## src/bsa_pkg.sv

```systemverilog
package bsa_pkg;
  // Register byte offsets on the AXI4-Lite slave.
  localparam logic [7:0] OFS_MICRO = 8'h00;
  localparam logic [7:0] OFS_EXEC = 8'h04;
  localparam logic [7:0] OFS_STATUS = 8'h08;
  localparam logic [7:0] OFS_AC = 8'h0C;
  localparam logic [7:0] OFS_T = 8'h10;
  // Microinstruction field positions, bit n of the word is microinstruction bit n.
  localparam int POS_INHIBIT = 0;
  localparam int POS_FG = 1;
  localparam int POS_RG = 4;
  localparam int POS_WS = 8;
  localparam int POS_KS = 10;
  localparam int POS_IMM = 24;
  // Bit positions in the execute register.
  localparam int POS_STEP = 0;
  localparam int POS_CIN = 1;
  // Width select codes.
  localparam logic [1:0] WS_LOWER = 2'h3;
  localparam logic [1:0] WS_UPPER = 2'h2;
  // Mask source codes; the remaining codes take the immediate field.
  localparam logic [1:0] KS_ONES = 2'h0;
  localparam logic [1:0] KS_ZEROS = 2'h1;
  // Function groups handled here.
  localparam logic [2:0] FG_4 = 3'h4;
  localparam logic [2:0] FG_5 = 3'h5;
  localparam logic [2:0] FG_6 = 3'h6;
  localparam logic [2:0] FG_7 = 3'h7;
  // Register codes outside the scratch range.
  localparam logic [3:0] R_T_II = 4'hA;
  localparam logic [3:0] R_AC_II = 4'hB;
  localparam logic [3:0] R_T_I = 4'hC;
  localparam logic [3:0] R_AC_I = 4'hD;
  localparam logic [3:0] R_T_III = 4'hE;
  localparam logic [3:0] R_AC_III = 4'hF;
  localparam int N_SCRATCH = 10;
  localparam int N_SLICES = 8;
  // Values after reset; the micro word starts with the clock inhibited.
  localparam logic [31:0] RST_MICRO = 32'h0000_0001;
  localparam logic [15:0] RST_WORD = 16'h0000;
  localparam logic [1:0] RESP_OKAY = 2'h0;
  localparam logic [1:0] RESP_DECERR = 2'h3;
  typedef enum logic [2:0] {
    GRP_I = 3'b001,
    GRP_II = 3'b010,
    GRP_III = 3'b100
  } bsa_grp_t;
endpackage

```

## src/bsa_array.sv

```systemverilog
// The AXI4-Lite interface to the registers and the address map were chosen for this implementation.
`timescale 1ns/1ps
// What this block does
// - F4 group II: M AND AC AND K.
// - F4 group III: register AND I AND K.
// - F5 group I: scratch becomes K AND scratch.
// - F5 group II: K AND M into AC/T.
// - F5 group III: K AND register, nonzero test.
// - F6 group I: scratch OR (AC AND K).
// - F6 group II: M OR (AC AND K).
// - F6 group III: register OR (I AND K).
// - F7 group I: scratch XNOR (K AND AC).
// - F7 group II: M XNOR (K AND AC).
// - F7 group III: register XNOR (K AND I).
// - F4 group I: scratch AND AC AND K.
// - Eight 2-bit slices, two bytes of four.
// - Width code gates each byte clock.
// - Inhibit bit stops both byte clocks.
// - Shared function code, write on micro clock.
// - Data outputs drive all 16 AC bits.
// - Address outputs enabled by access grant.
// - M-bus taken straight from processor bus.
// - Mask is ones, zeros or immediate, active low.
// - Carries and shift output steered by mode.
// - Top active carry latched into branch flag.
// - Carry and flag work with clock suppressed.
module bsa_array (
  input wire logic clk_i,
  input wire logic reset_n_i,
  input wire logic [7:0] s_axi_awaddr_i,
  input wire logic s_axi_awvalid_i,
  output logic s_axi_awready_o,
  input wire logic [31:0] s_axi_wdata_i,
  input wire logic [3:0] s_axi_wstrb_i,
  input wire logic s_axi_wvalid_i,
  output logic s_axi_wready_o,
  output logic [1:0] s_axi_bresp_o,
  output logic s_axi_bvalid_o,
  input wire logic s_axi_bready_i,
  input wire logic [7:0] s_axi_araddr_i,
  input wire logic s_axi_arvalid_i,
  output logic s_axi_arready_o,
  output logic [31:0] s_axi_rdata_o,
  output logic [1:0] s_axi_rresp_o,
  output logic s_axi_rvalid_o,
  input wire logic s_axi_rready_i,
  input wire logic [15:0] mbus_i,
  input wire logic [15:0] ibus_i,
  input wire logic slice_bus_drive_enable_n_i,
  input wire logic access_granted_i,
  output logic [15:0] data_o,
  output logic data_oe_o,
  output logic [15:0] addr_o,
  output logic addr_oe_o,
  output logic branch_test_flag_o,
  output logic carry_out_o,
  output logic shift_out_o
);

  typedef struct packed {
    logic awready;
    logic wready;
    logic aw_got;
    logic w_got;
    logic [7:0] awaddr;
    logic [31:0] wdata;
    logic [3:0] wstrb;
    logic bvalid;
    logic [1:0] bresp;
    logic arready;
    logic rvalid;
    logic [31:0] rdata;
    logic [1:0] rresp;
    logic [31:0] micro;
    logic [15:0] ac;
    logic [15:0] t;
    logic [bsa_pkg::N_SCRATCH-1:0][15:0] scr;
    logic test_flag;
    logic carry_out;
    logic shift_out;
    logic [15:0] data;
    logic data_oe;
    logic [15:0] addr;
    logic addr_oe;
  } bsa_state_t;

  bsa_state_t q_r;
  bsa_state_t q_nxt;

  function automatic bsa_pkg::bsa_grp_t grp_of(input logic [3:0] code);
    if (code == bsa_pkg::R_T_II || code == bsa_pkg::R_AC_II) begin
      grp_of = bsa_pkg::GRP_II;
    end else if (code == bsa_pkg::R_T_III || code == bsa_pkg::R_AC_III) begin
      grp_of = bsa_pkg::GRP_III;
    end else begin
      grp_of = bsa_pkg::GRP_I;
    end
  endfunction

  function automatic logic [31:0] merge_strb(input logic [31:0] old, input logic [31:0] wd,
                                             input logic [3:0] strb);
    merge_strb = old;
    for (int b = 0; b < 4; b++) begin
      if (strb[b]) begin
        merge_strb[b*8 +: 8] = wd[b*8 +: 8];
      end
    end
  endfunction

  logic step;
  logic cin;
  logic inhibit;
  logic [2:0] fg;
  logic [3:0] rg;
  logic [1:0] ws;
  logic [1:0] ks;
  bsa_pkg::bsa_grp_t grp;
  logic up_en;
  logic lo_en;
  logic [15:0] mask_n;
  logic [15:0] kword;
  logic [15:0] rn;
  logic [15:0] at;
  logic [15:0] res;
  logic [15:0] term;
  logic wr_en;
  logic [bsa_pkg::N_SLICES:0] chain;
  logic co_top;
  logic [15:0] wmask;
  logic [15:0] newval;
  logic [15:0] dest;
  logic wr_commit;

  always_comb begin
    inhibit = q_r.micro[bsa_pkg::POS_INHIBIT];
    // The lowest micro word bit of each code field is that field's most significant bit.
    fg = {q_r.micro[bsa_pkg::POS_FG], q_r.micro[bsa_pkg::POS_FG+1], q_r.micro[bsa_pkg::POS_FG+2]};
    rg = {q_r.micro[bsa_pkg::POS_RG], q_r.micro[bsa_pkg::POS_RG+1],
          q_r.micro[bsa_pkg::POS_RG+2], q_r.micro[bsa_pkg::POS_RG+3]};
    ws = {q_r.micro[bsa_pkg::POS_WS], q_r.micro[bsa_pkg::POS_WS+1]};
    ks = {q_r.micro[bsa_pkg::POS_KS], q_r.micro[bsa_pkg::POS_KS+1]};
    grp = grp_of(rg);
    wr_commit = q_r.aw_got && q_r.w_got && !q_r.bvalid;
    step = wr_commit && q_r.awaddr == bsa_pkg::OFS_EXEC && q_r.wstrb[0] && q_r.wdata[bsa_pkg::POS_STEP];
    cin = q_r.wdata[bsa_pkg::POS_CIN];
    // Mask pins are active low; the slices see the inverted pin levels.
    case (ks)
      bsa_pkg::KS_ONES: mask_n = 16'h0000;
      bsa_pkg::KS_ZEROS: mask_n = 16'hFFFF;
      default: mask_n = ~{2{q_r.micro[bsa_pkg::POS_IMM +: 8]}};
    endcase
    kword = ~mask_n;
    // Byte clock gating; the upper byte is bits 15:8, the lower byte 7:0.
    up_en = !inhibit && ws != bsa_pkg::WS_LOWER;
    lo_en = !inhibit && ws != bsa_pkg::WS_UPPER;
    wmask = {{8{up_en}}, {8{lo_en}}};
    if (rg == bsa_pkg::R_T_I) begin
      rn = q_r.t;
    end else if (rg == bsa_pkg::R_AC_I) begin
      rn = q_r.ac;
    end else if (rg < 4'(bsa_pkg::N_SCRATCH)) begin
      rn = q_r.scr[rg];
    end else begin
      rn = bsa_pkg::RST_WORD;
    end
    at = (rg == bsa_pkg::R_T_II || rg == bsa_pkg::R_T_III) ? q_r.t : q_r.ac;
    // Every slice decodes the same function code.
    wr_en = 1'b1;
    res = rn;
    term = 16'h0000;
    case (fg)
      bsa_pkg::FG_4: begin
        case (grp)
          bsa_pkg::GRP_I: res = rn & q_r.ac & kword;
          bsa_pkg::GRP_II: res = mbus_i & q_r.ac & kword;
          bsa_pkg::GRP_III: res = at & ibus_i & kword;
          default: res = rn;
        endcase
        term = res;
      end
      bsa_pkg::FG_5: begin
        case (grp)
          bsa_pkg::GRP_I: res = kword & rn;
          bsa_pkg::GRP_II: res = kword & mbus_i;
          bsa_pkg::GRP_III: res = kword & at;
          default: res = rn;
        endcase
        term = res;
      end
      bsa_pkg::FG_6: begin
        case (grp)
          bsa_pkg::GRP_I: begin
            res = rn | (q_r.ac & kword);
            term = q_r.ac & kword;
          end
          bsa_pkg::GRP_II: begin
            res = mbus_i | (q_r.ac & kword);
            term = q_r.ac & kword;
          end
          bsa_pkg::GRP_III: begin
            res = at | (ibus_i & kword);
            term = ibus_i & kword;
          end
          default: res = rn;
        endcase
      end
      bsa_pkg::FG_7: begin
        case (grp)
          bsa_pkg::GRP_I: begin
            res = ~(rn ^ (kword & q_r.ac));
            term = rn & q_r.ac & kword;
          end
          bsa_pkg::GRP_II: begin
            res = ~(mbus_i ^ (kword & q_r.ac));
            term = q_r.ac & kword & mbus_i;
          end
          bsa_pkg::GRP_III: begin
            res = ~(at ^ (kword & ibus_i));
            term = at & ibus_i & kword;
          end
          default: res = rn;
        endcase
      end
      default: wr_en = 1'b0;
    endcase
    // Slice carry chain; the upper byte is fed by the lower byte only in full-word mode.
    chain[0] = cin;
    for (int s = 0; s < bsa_pkg::N_SLICES; s++) begin
      if (s == bsa_pkg::N_SLICES / 2 && (ws == bsa_pkg::WS_LOWER || ws == bsa_pkg::WS_UPPER)) begin
        chain[s+1] = cin | (|term[2*s +: 2]);
      end else begin
        chain[s+1] = chain[s] | (|term[2*s +: 2]);
      end
    end
    co_top = (ws == bsa_pkg::WS_LOWER) ? chain[bsa_pkg::N_SLICES/2] : chain[bsa_pkg::N_SLICES];
    // Inhibited or idle steps shift out the destination's unchanged bit.
    dest = (grp == bsa_pkg::GRP_I) ? rn : at;
    newval = wr_en ? ((dest & ~wmask) | (res & wmask)) : dest;
  end

  always_comb begin
    q_nxt = q_r;
    if (s_axi_awvalid_i && q_r.awready) begin
      q_nxt.aw_got = 1'b1;
      q_nxt.awaddr = s_axi_awaddr_i;
    end
    if (s_axi_wvalid_i && q_r.wready) begin
      q_nxt.w_got = 1'b1;
      q_nxt.wdata = s_axi_wdata_i;
      q_nxt.wstrb = s_axi_wstrb_i;
    end
    if (q_r.bvalid && s_axi_bready_i) begin
      q_nxt.bvalid = 1'b0;
    end
    if (wr_commit) begin
      q_nxt.aw_got = 1'b0;
      q_nxt.w_got = 1'b0;
      q_nxt.bvalid = 1'b1;
      q_nxt.bresp = bsa_pkg::RESP_OKAY;
      case (q_r.awaddr)
        bsa_pkg::OFS_MICRO: q_nxt.micro = merge_strb(q_r.micro, q_r.wdata, q_r.wstrb);
        bsa_pkg::OFS_EXEC: q_nxt.micro = q_r.micro;
        default: q_nxt.bresp = bsa_pkg::RESP_DECERR;
      endcase
    end
    if (step) begin
      // Carry and flag are captured even when both byte clocks are inhibited.
      q_nxt.test_flag = co_top;
      q_nxt.carry_out = co_top;
      q_nxt.shift_out = (ws == bsa_pkg::WS_UPPER) ? newval[8] : newval[0];
      if (wr_en) begin
        if (grp != bsa_pkg::GRP_I || rg == bsa_pkg::R_T_I || rg == bsa_pkg::R_AC_I) begin
          if (rg == bsa_pkg::R_T_I || rg == bsa_pkg::R_T_II || rg == bsa_pkg::R_T_III) begin
            q_nxt.t = (q_r.t & ~wmask) | (res & wmask);
          end else begin
            q_nxt.ac = (q_r.ac & ~wmask) | (res & wmask);
          end
        end else if (rg < 4'(bsa_pkg::N_SCRATCH)) begin
          q_nxt.scr[rg] = (q_r.scr[rg] & ~wmask) | (res & wmask);
        end
      end
    end
    if (s_axi_rvalid_o && s_axi_rready_i) begin
      q_nxt.rvalid = 1'b0;
    end
    if (s_axi_arvalid_i && q_r.arready) begin
      q_nxt.rvalid = 1'b1;
      q_nxt.rresp = bsa_pkg::RESP_OKAY;
      case (s_axi_araddr_i)
        bsa_pkg::OFS_MICRO: q_nxt.rdata = q_r.micro;
        bsa_pkg::OFS_EXEC: q_nxt.rdata = 32'h0000_0000;
        bsa_pkg::OFS_STATUS: q_nxt.rdata = {29'h0, q_r.shift_out, q_r.carry_out, q_r.test_flag};
        bsa_pkg::OFS_AC: q_nxt.rdata = {16'h0000, q_r.ac};
        bsa_pkg::OFS_T: q_nxt.rdata = {16'h0000, q_r.t};
        default: begin
          q_nxt.rdata = 32'h0000_0000;
          q_nxt.rresp = bsa_pkg::RESP_DECERR;
        end
      endcase
    end
    // All sixteen AC bits go out whatever the width mode.
    q_nxt.data = q_nxt.ac;
    q_nxt.data_oe = !slice_bus_drive_enable_n_i;
    q_nxt.addr = q_nxt.ac;
    q_nxt.addr_oe = access_granted_i;
    q_nxt.awready = !q_nxt.aw_got && !q_nxt.bvalid;
    q_nxt.wready = !q_nxt.w_got && !q_nxt.bvalid;
    q_nxt.arready = !q_nxt.rvalid;
  end

  always_ff @(posedge clk_i) begin
    if (!reset_n_i) begin
      q_r <= '0;
      q_r.micro <= bsa_pkg::RST_MICRO;
    end else begin
      q_r <= q_nxt;
    end
  end

  assign s_axi_awready_o = q_r.awready;
  assign s_axi_wready_o = q_r.wready;
  assign s_axi_bvalid_o = q_r.bvalid;
  assign s_axi_bresp_o = q_r.bresp;
  assign s_axi_arready_o = q_r.arready;
  assign s_axi_rvalid_o = q_r.rvalid;
  assign s_axi_rdata_o = q_r.rdata;
  assign s_axi_rresp_o = q_r.rresp;
  assign data_o = q_r.data;
  assign data_oe_o = q_r.data_oe;
  assign addr_o = q_r.addr;
  assign addr_oe_o = q_r.addr_oe;
  assign branch_test_flag_o = q_r.test_flag;
  assign carry_out_o = q_r.carry_out;
  assign shift_out_o = q_r.shift_out;

  logic full_mode;
  assign full_mode = ws != bsa_pkg::WS_LOWER && ws != bsa_pkg::WS_UPPER;
endmodule

```

## config.mk

```make
export PLATFORM = sky130hd
export DESIGN_NAME = bsa_array
export DESIGN_NICKNAME = d
export VERILOG_FILES = /design/src/bsa_pkg.sv /design/src/bsa_array.sv
export SDC_FILE = /design/constraint.sdc
export NUM_CORES = 1
export LEC_CHECK = 0
export ABC_CLOCK_PERIOD_IN_PS = 4750
export BUFFER_PORTS_ARGS = -buffer_cell sky130_fd_sc_hd__buf_2
export CORE_MARGIN = 8
export CORE_UTILIZATION = 44
export DETAILED_ROUTE_END_ITERATION = 8
export PLACE_DENSITY = 0.65
export SLEW_MARGIN = 20
export SYNTH_ARGS = -nofsm -noshare
export SYNTH_HDL_FRONTEND = slang
export SYNTH_SLANG_ARGS = --single-unit
```

## constraint.sdc

```tcl
create_clock -name clk_i -period 4.75 [get_ports clk_i]
set_input_delay 0.95 -clock clk_i [delete_from_list [all_inputs] [get_ports clk_i]]
set_output_delay 0.95 -clock clk_i [all_outputs]
set_load 0.02 [all_outputs]
```

Yosys cells after proc, flatten, opt, wreduce, memory -nomap -nowiden. Cells that the tools add are included. W data, S select, Z words.

Magnitude comparators: 3. Equal/unequal tests: 24. Multiplexer cells: 43. Bitwise operators: 44. Reductions and logical operators: 52.

Operators by type and width (count): $mux W160 (2); $and A16 B16 Y16 (16); $pmux W16 S3 (5); $mux W195 (1); $mux W192 (1); $bwmux W160 (1); $mux W16 (8); $pmux W16 S4 (2); $pmux W32 S4 (1); $not A16 Y16 (6); $or A16 B16 Y16 (6); $bmux W16 S4 (1); $demux W16 S4 (1); $pmux W16 S2 (2); $xor A16 B16 Y16 (3); $mux W35 (1); $mux W32 (1); $eq A4 B4 Y1 const B (6); $reduce_or A2 Y1 (10); $mux W9 (2); $eq A8 B3 Y1 const B (2); $eq A8 B4 Y1 const B (2); $logic_not A8 Y1 (2); $eq A3 B3 Y1 const B (5); 25 further kinds (79).

Register bits: 315. Bits of input ports: 93. Output and inout port bits: 78. Word-level logic and storage cells: 199.

Depth between registers and ports, before layout. Gate-level depths: netlist of run 1.

Word-level depth: 21. Depth in mapped cells: 17. Gate-level depth less buffers: 14.

Worst setup path before layout of run 1. OpenSTA, ideal clock, no wires.

Kind: register to register. Start point: reg q_r (netlist bit ks[1]). End point: reg q_r (netlist bit carry_out_o). Library setup time: 0.130 ns. Data arrival time: 3.140 ns. Data required time: 4.620 ns. Path slack: 1.480 ns. Stages on the path, launching flop included: 18. Buffers on the path: 4. Period minus slack after synthesis: 3.270 ns. Path through: dfxtp_1 > clkbuf_2 > nand2b_1 > clkbuf_1 > buf_2 > buf_4 > nand3_1 > inv_1 > ha_1 > or4_1 > o21ai_0 > o221ai_1 > a2111oi_1 > o2111ai_1 > o31ai_1 > nand3_1 > o211ai_1 > o22ai_1.

Cells in the longest elaborated chain, start to end: 18. Elaborated cells on any way between the ends: 37. Classes of those cells: eq/ne: 1; mux: 8; bitwise: 19; reduce/logical: 9.

Ends and longest elaborated chain: from (decl) (line bsa_array.sv:87) `bsa_state_t q_r;`; from (signal assigned) (line bsa_array.sv:316) `q_r <= q_nxt;`; $eq A2 B1 Y1 or $logic_not A2 Y1 (tied branches) (line bsa_array.sv:147) `case (ks)`; $pmux W16 S2 * (line bsa_array.sv:147); $not A16 Y16 * (line bsa_array.sv:152) `kword = ~mask_n;`; $and A16 B16 Y16 (line bsa_array.sv:194, bsa_array.sv:198, bsa_array.sv:215); $and A16 B16 Y16 (line bsa_array.sv:215) `term = q_r.ac & kword & mbus_i;`; $pmux W16 S3 (line bsa_array.sv:208) `case (grp)`; $pmux W16 S4 * (line bsa_array.sv:171) `case (fg)`; $reduce_or A2 Y1 (line bsa_array.sv:232) `chain[s+1] = chain[s] | (|term[2*s +: 2]);`; $or A1 B1 Y1 (5 in a row) (line bsa_array.sv:232); $mux W1 (line bsa_array.sv:229) `if (s == bsa_pkg::N_SLICES / 2 && (ws == bsa_pkg::WS_LOWER || ws == bsa_pkg::WS_UPPER)) begin`; $or A1 B1 Y1 (3 in a row) (line bsa_array.sv:232); $mux W1 * (line bsa_array.sv:235) `co_top = (ws == bsa_pkg::WS_LOWER) ? chain[bsa_pkg::N_SLICES/2] : chain[bsa_pkg::N_SLICES];`.

Mark *: on every way between the ends. The rest lies on a longest branch, timed or not. A chain may end at the register's enable or synchronous reset.

==> flow_summary.json, run 1 <==
{
  "ant_nets": 0,
  "path_class": "flip-flop to flip-flop",
  "drt_pass1_iterations": 7,
  "drt_wl_total_um": 70040,
  "worst_pin_slew_ps": 1137,
  "grt_max_degree": 133,
  "antenna_found_initial": 0,
  "overflow": 0,
  "cts_buffers": 36,
  "powerDensity_nw_per_um2": 284.3,
  "drv_cap": 0,
  "n_antenna_cell": 0,
  "combinationalPowerShare_pct": 3.9,
  "drc": 0,
  "grtUsageTotal_pct": 28.31,
  "regToRegSetupSlack_ps": 850,
  "die_w_um": 216.8,
  "ys_top_cells_by_area": "dfxtp_1 (35%), nand2_1 (9.4%), a21oi_1 (7.2%), mux2i_1 (5.4%), nand3_1 (4.1%)",
  "dp_cells": 2775,
  "seqPwrFrac_pct": 48.0,
  "final_net_count": 2413,
  "status": "complete, no violations",
  "htree_levels": 2,
  "ctsRootBufferMaster": "clkbuf_16",
  "synthFlopType": "dfxtp_1",
  "grt_setup_unrepaired": "no",
  "power.static_leakage_uw": 0.006855,
  "synth_area_per_cell_sq_um": 7.839,
  "cts_resized": 0,
  "cts_hold_buf": 0,
  "holdPathStages": 2,
  "switching_share_pct": 23.04,
  "setup_viol": 0,
  "min_to": "s_axi_rdata_o[17]$_SDFFE_PN0P_",
  "yosys.area.top_type": "dfxtp_1",
  "clockBufferDepth": 3,
  "rows": 73,
  "die_h_um": 216.8,
  "synth_top_cells_by_count": "nand2_1 (443), dfxtp_1 (313), a21oi_1 (255)",
  "clock-sinks": 313,
  "nFillCells": 3948,
  "cp_max_fo": 33,
  "wire_per_inst_um": 24.73,
  "yosysMostFrequentCell": "nand2_1",
  "r2r-start": "q_r[235]$_SDFFE_PN0P_",
  "synthDominantCellAreaShare_pct": 35.34,
  "io_pins": 171,
  "cts_tree": "yes",
  "yosysWarnings": 0,
  "p_int_uw": 4271,
  "clk_latency_ps": 550,
  "drive_gt1_share_pct": 16.38,
  "final_max_slew_viol_count": 0,
  "syn2layout_area_growth_pct": 10.08,
  "yosysSeqAreaShare_pct": 35.34,
  "finalWorstPathRequiredPeriod_ps": 3901,
  "fin_worst_skew_ps": 18.31,
  "netSwitchingPower_uw": 1279,
  "fin_setup_tns_ps": 0,
  "stdcell_area_sq_um": 19520,
  "period_share_pct": 82.13,
  "rr_worst_depth": 10,
  "drt_iter0_drc": 1966,
  "fin_cells": 2832,
  "syn_area_sq_um": 17730,
  "start_util_pct": 44.63,
  "synth_edf_count": 0,
  "cp.required_ps": 5140,
  "syn_inst": 2262,
  "place.gp.congestion": 0.9780,
  "worstPathArrival_ps": 4290,
  "final_hold_viol_count": 0,
  "grt_pass1_wl_um": 104100,
  "dpl_cell_area_sq_um": 18400,
  "dpl.hpwl_um": 50300,
  "fmax_mhz": 256.3,
  "yosysUniqueCellTypes": 92,
  "p_clk_share_pct": 48.1,
  "grt_pass1_vias": 16490,
  "vdd_drop_max_v": 0.0002340,
  "async_flop_share_pct": 0,
  "cts_setup_buffers": 0,
  "clk_pin_slew_ps": 60,
  "worstSetupStartpointType": "flip-flop",
  "min_path_type": "flip-flop to flip-flop",
  "endpoint_kind": "flip-flop",
  "numPortBuffers": 170,
  "synth_seq_cells": 313,
  "core_sq_um": 39730,
  "drt-vias-per-instance": 6.247,
  "num_vias": 17690,
  "min_from": "s_axi_rdata_o[17]$_SDFFE_PN0P_",
  "synth_nets": 2387,
  "dieArea_sq_um": 46980,
  "slew_headroom_pct": 24.23
}
cell families after synthesis:
| logic type | count (synthesis) | synth area share, % |
|---|---|---|
| buffers and inverters | 265 | 8.115 |
| adders and majority gates | 32 | 2.258 |
| and+or+nand+nor | 886 | 22.27 |
| xor gates and xnor gates | 8 | 0.3952 |
| DFF | 313 | 35.34 |
| muxes | 130 | 8.637 |
| AOI/OAI and AO/OA | 628 | 22.99 |
final cells by class:
class / count / area (sq um) / share of cell area [%]
Multi-Input combinational cell: 1684 / 10070 / 51.59
Sequential cell: 313 / 6275 / 32.15
Timing Repair Buffer: 229 / 1321 / 6.769
Clock buffer: 48 / 975.9 / 5.000
Tap cell: 525 / 656.9 / 3.365
Clock inverter: 9 / 125.1 / 0.6410
Inverter: 24 / 95.09 / 0.4871
power groups by stage:
stage               Sequential, uW  Combinational (uW)  Clock [uW]
detailed placement            2720                 216           0
global route                  2660                 238        2810
floorplan                     2720                 115           0
finish                        2660                 219        2670
global placement              2720                 214           0
CTS                           2660                 217        2710
per-stage QoR:
stage	setup WS [ps]	utilization, %	power (uW)	hold WS, ps
floorplan	1480	-	2837	427.1
global placement	875.0	46.28	2933	433.0
detailed placement	968.6	46.31	2936	439.4
CTS	916.2	49.08	5587	447.1
global route	380.8	49.13	5718	460.7
finish	848.7	49.13	5550	447.0
cells in the final DEF (no fill, tap or decap), types with 36 or more instances in the layout:
master / instances
dfxtp_1: 310
mux2i_1: 96
nor2_1: 141
a21oi_1: 255
o21ai_0: 63
o21ai_1: 56
buf_2: 169
nand3_1: 144
nand2_1: 443
buf_4: 58
clkbuf_16: 36
worst max-delay path: stages (launching register included):
cell      delay [ps]
dfxtp_4          720
buf_4            370
or3b_1           470
nor2_1           140
a211oi_2         680
a31o_2           270
nand3_1          110
a211o_1          340
nor2_1           140
a211o_1          360
o21ai_1          120
metal layers:
metal	GRT usage, %	wire, um	vias up
li1	-	-	8099
met1	37.19	29050	8491
met2	43.71	31110	925
met3	5.354	6116	177
met4	15.13	3758	0
met5	0	0	-
how the worst max path moves through the flow:
stage                          start                        to  slack [ps]  cells after the start
2_1_floorplan     ks[1]$_SDFFE_PN0P_  carry_out_o$_SDFFE_PN0P_        1480                     17
3_3_place_gp      ks[0]$_SDFFE_PN0P_  carry_out_o$_SDFFE_PN0P_         880                     13
3_5_place_dp   q_r[235]$_SDFFE_PN0P_                 flip-flop         970                     10
4_1_cts        q_r[235]$_SDFFE_PN0P_                 flip-flop         920                     10
5_1_grt           ks[0]$_SDFFE_PN0P_  carry_out_o$_SDFFE_PN0P_         380                     13
6_report       q_r[235]$_SDFFE_PN0P_                 flip-flop         850                     10
Note: power is estimated with default switching activity, not from simulation.
==> run 2: changes to the inputs <==
--- a/config.mk
+++ b/config.mk
@@ -5,12 +5,13 @@
 export SDC_FILE = /design/constraint.sdc
 export NUM_CORES = 1
 export LEC_CHECK = 0
-export ABC_CLOCK_PERIOD_IN_PS = 4750
+export ABC_AREA = 1
+export ABC_CLOCK_PERIOD_IN_PS = 3350
 export BUFFER_PORTS_ARGS = -buffer_cell sky130_fd_sc_hd__buf_2
 export CORE_MARGIN = 8
 export CORE_UTILIZATION = 44
 export DETAILED_ROUTE_END_ITERATION = 8
-export PLACE_DENSITY = 0.65
+export PLACE_DENSITY = 0.67
 export SLEW_MARGIN = 20
 export SYNTH_ARGS = -nofsm -noshare
 export SYNTH_HDL_FRONTEND = slang
==> constraint.sdc (replaced) <==
create_clock -name clk_i -period 3.35 [get_ports clk_i]
set_input_delay 0.67 -clock clk_i [delete_from_list [all_inputs] [get_ports clk_i]]
set_output_delay 0.67 -clock clk_i [all_outputs]
set_load 0.02 [all_outputs]
==> flow_summary.json, run 2 <==
{
  "synth_nets": 3075,
  "finalWorstPathRequiredPeriod_ps": 3140,
  "fin_setup_tns_ps": 0,
  "cts_tree": "yes",
  "clk_latency_ps": 550,
  "path_class": "flip-flop to flip-flop",
  "ctsRootBufferMaster": "clkbuf_16",
  "clock-sinks": 313,
  "grt_max_degree": 74,
  "yosys.area.top_type": "dfxtp_1",
  "core_sq_um": 41760,
  "synth_edf_count": 0,
  "synthFlopType": "dfxtp_1",
  "drt_wl_total_um": 69690,
  "yosysMostFrequentCell": "nand2_1",
  "die_w_um": 221.2,
  "yosysWarnings": 0,
  "overflow": 0,
  "cts_buffers": 35,
  "num_vias": 19910,
  "timing.critical_path.cells": "inv_2, nor2_2, buf_4, nand2_1, nand2_1, o21ai_1, nand4_1, nand2_1, inv_2, o21ai_1, nand2_1, nor2_1, nand3_1, nand2_2, nand3_1, nand2_1, inv_1",
  "drv_cap": 0,
  "htree_levels": 2,
  "final_hold_viol_count": 0,
  "n_antenna_cell": 0,
  "powerDensity_nw_per_um2": 393.9,
  "slew_headroom_pct": 41.52,
  "antenna_found_initial": 0,
  "drt-vias-per-instance": 5.510,
  "worst_pin_slew_ps": 874.0,
  "drc": 0,
  "final_cell_mix": "nand2_1 (637), inv_1 (438), nor2_1 (346), dfxtp_1 (312), a21oi_1 (263)",
  "clk_pin_slew_ps": 60,
  "place.gp.congestion": 1.004,
  "critPathSlowestCell": "dfxtp_1",
  "setup_viol": 0,
  "endpoint_kind": "flip-flop",
  "vdd_drop_max_v": 0.0003754,
  "final_max_slew_viol_count": 0,
  "io_pins": 171,
  "ant_nets": 0,
  "cp_top_family": "simple AND/OR/NAND/NOR gates",
  "yosysUniqueCellTypes": 46,
  "die_h_um": 221.2,
  "grt_pass1_wl_um": 107900,
  "crit_buf_inv": 4,
  "clockBufferDepth": 3,
  "async_flop_share_pct": 0,
  "ys_top_cells_by_area": "dfxtp_1 (34%), nand2_1 (13%), inv_1 (8.9%), a21oi_1 (7.1%), nor2_1 (7.0%)",
  "layout_commonest_cell": "nand2_1",
  "cp_max_fo": 11,
  "grt_setup_unrepaired": "no",
  "grtUsageTotal_pct": 27.27,
  "setup_slack_ps": 209.6,
  "start_util_pct": 44.39,
  "yosysSeqAreaShare_pct": 33.81,
  "yosys.area_share.simple_pct": 31.04,
  "syn2layout_area_growth_pct": 13.08,
  "min_path_type": "input pin to flip-flop",
  "pre_cts_ws_ps": 246.1,
  "syn_inst": 2950,
  "grt_pass1_vias": 18710,
  "synthDominantCellAreaShare_pct": 33.81,
  "worstPathArrival_ps": 3580,
  "fmax_mhz": 318.4,
  "worstSetupStartpointType": "flip-flop",
  "synth_top_cells_by_count": "nand2_1 (639), inv_1 (439), nor2_1 (348)",
  "drt_pass1_iterations": 8,
  "cp.required_ps": 3790,
  "period_share_pct": 93.74,
  "synthMuxAreaShare_pct": 0,
  "path_common_cell": "nand2_1",
  "cpPeakStageDelay_ps": 340,
  "status": "complete, no violations",
  "wire_per_inst_um": 19.28,
  "drt_iter0_drc": 2223,
  "synth_xor_area_share_pct": 0.04725,
  "dieArea_sq_um": 48950,
  "syn_area_sq_um": 18540,
  "power.static_leakage_uw": 0.01025,
  "synth_top_family_by_area": "simple AND/OR/NAND/NOR gates",
  "final_net_count": 3175,
  "fin_worst_skew_ps": 20.57,
  "drive_gt1_share_pct": 14.02,
  "synth_seq_cells": 313,
  "synth_area_per_cell_sq_um": 6.283,
  "numPortBuffers": 170,
  "synthAdderAreaFrac_pct": 2.160,
  "dpl.hpwl_um": 52100,
  "synth-compound-area-share_pct": 17.30,
  "rows": 75
}
-- run 2: final timing paths --
path	start	slack, ps	cells past startpoint	endpoint
max	q_r[235]$_SDFFE_PN0P_	210	17	flip-flop
min	slice_bus_drive_enable_n_i	290	2	data_oe_o$_SDFF_PN0_
max reg2reg	q_r[235]$_SDFFE_PN0P_	210	17	flip-flop
min reg2reg	q_r[345]$_SDFF_PN0_	420	1	s_axi_awready_o$_SDFF_PN0_
-- run 2: cells by family after synthesis --
family | count (synthesis)
AOI/OAI and AO/OA | 589
xor gates and xnor gates | 1
adders and majority gates | 32
buffers and inverters | 672
DFF | 313
and+or+nand+nor | 1343
-- run 2: final cells by class --
type / count / area [sq um]
fill: 4314 / 20800
multi-input combinational: 1965 / 9385
sequential: 313 / 6270
inverter: 461 / 1737
timing repair buffer: 274 / 1688
clock buffer: 47 / 960.9
tap: 539 / 674.4
clock inverter: 15 / 245.2
-- run 2: routing by layer --
layer	routed length (um)	up-vias	global-route usage, %
met1	30470	9214	37.52
met5	0	-	0
met2	30000	966	42.09
li1	-	9575	-
met4	2585	0	10.46
met3	6638	158	4.748
-- run 2: report_power, final --
part	internal (uW)	total, uW	switching (uW)	leakage [uW]
Combinational	124	382	258	0.00713
Clock	2430	4060	1630	0.000592
Sequential	3780	3810	28.6	0.00253
Total	6340	8260	1920	0.0103
-- run 2: timing repair --
action	4_1_cts	5_1_grt
hold buffers	0	0
resized for setup	0	4
setup endpoints to repair	0	34
buffers inserted	0	4
-- run 2: metrics by stage --
step                instances  hold WS (ps)  util, %  area, sq um  power, uW
floorplan                2950         398.7        -        18540       4133
global placement         3548         409.8    47.20        19710       4269
detailed placement       3548         409.5    47.20        19710       4274
CTS                      3610         278.8    50.09        20920       8293
global route             3614         287.8    50.19        20960       8508
finish                   3614         294.8    50.19        20960       8256
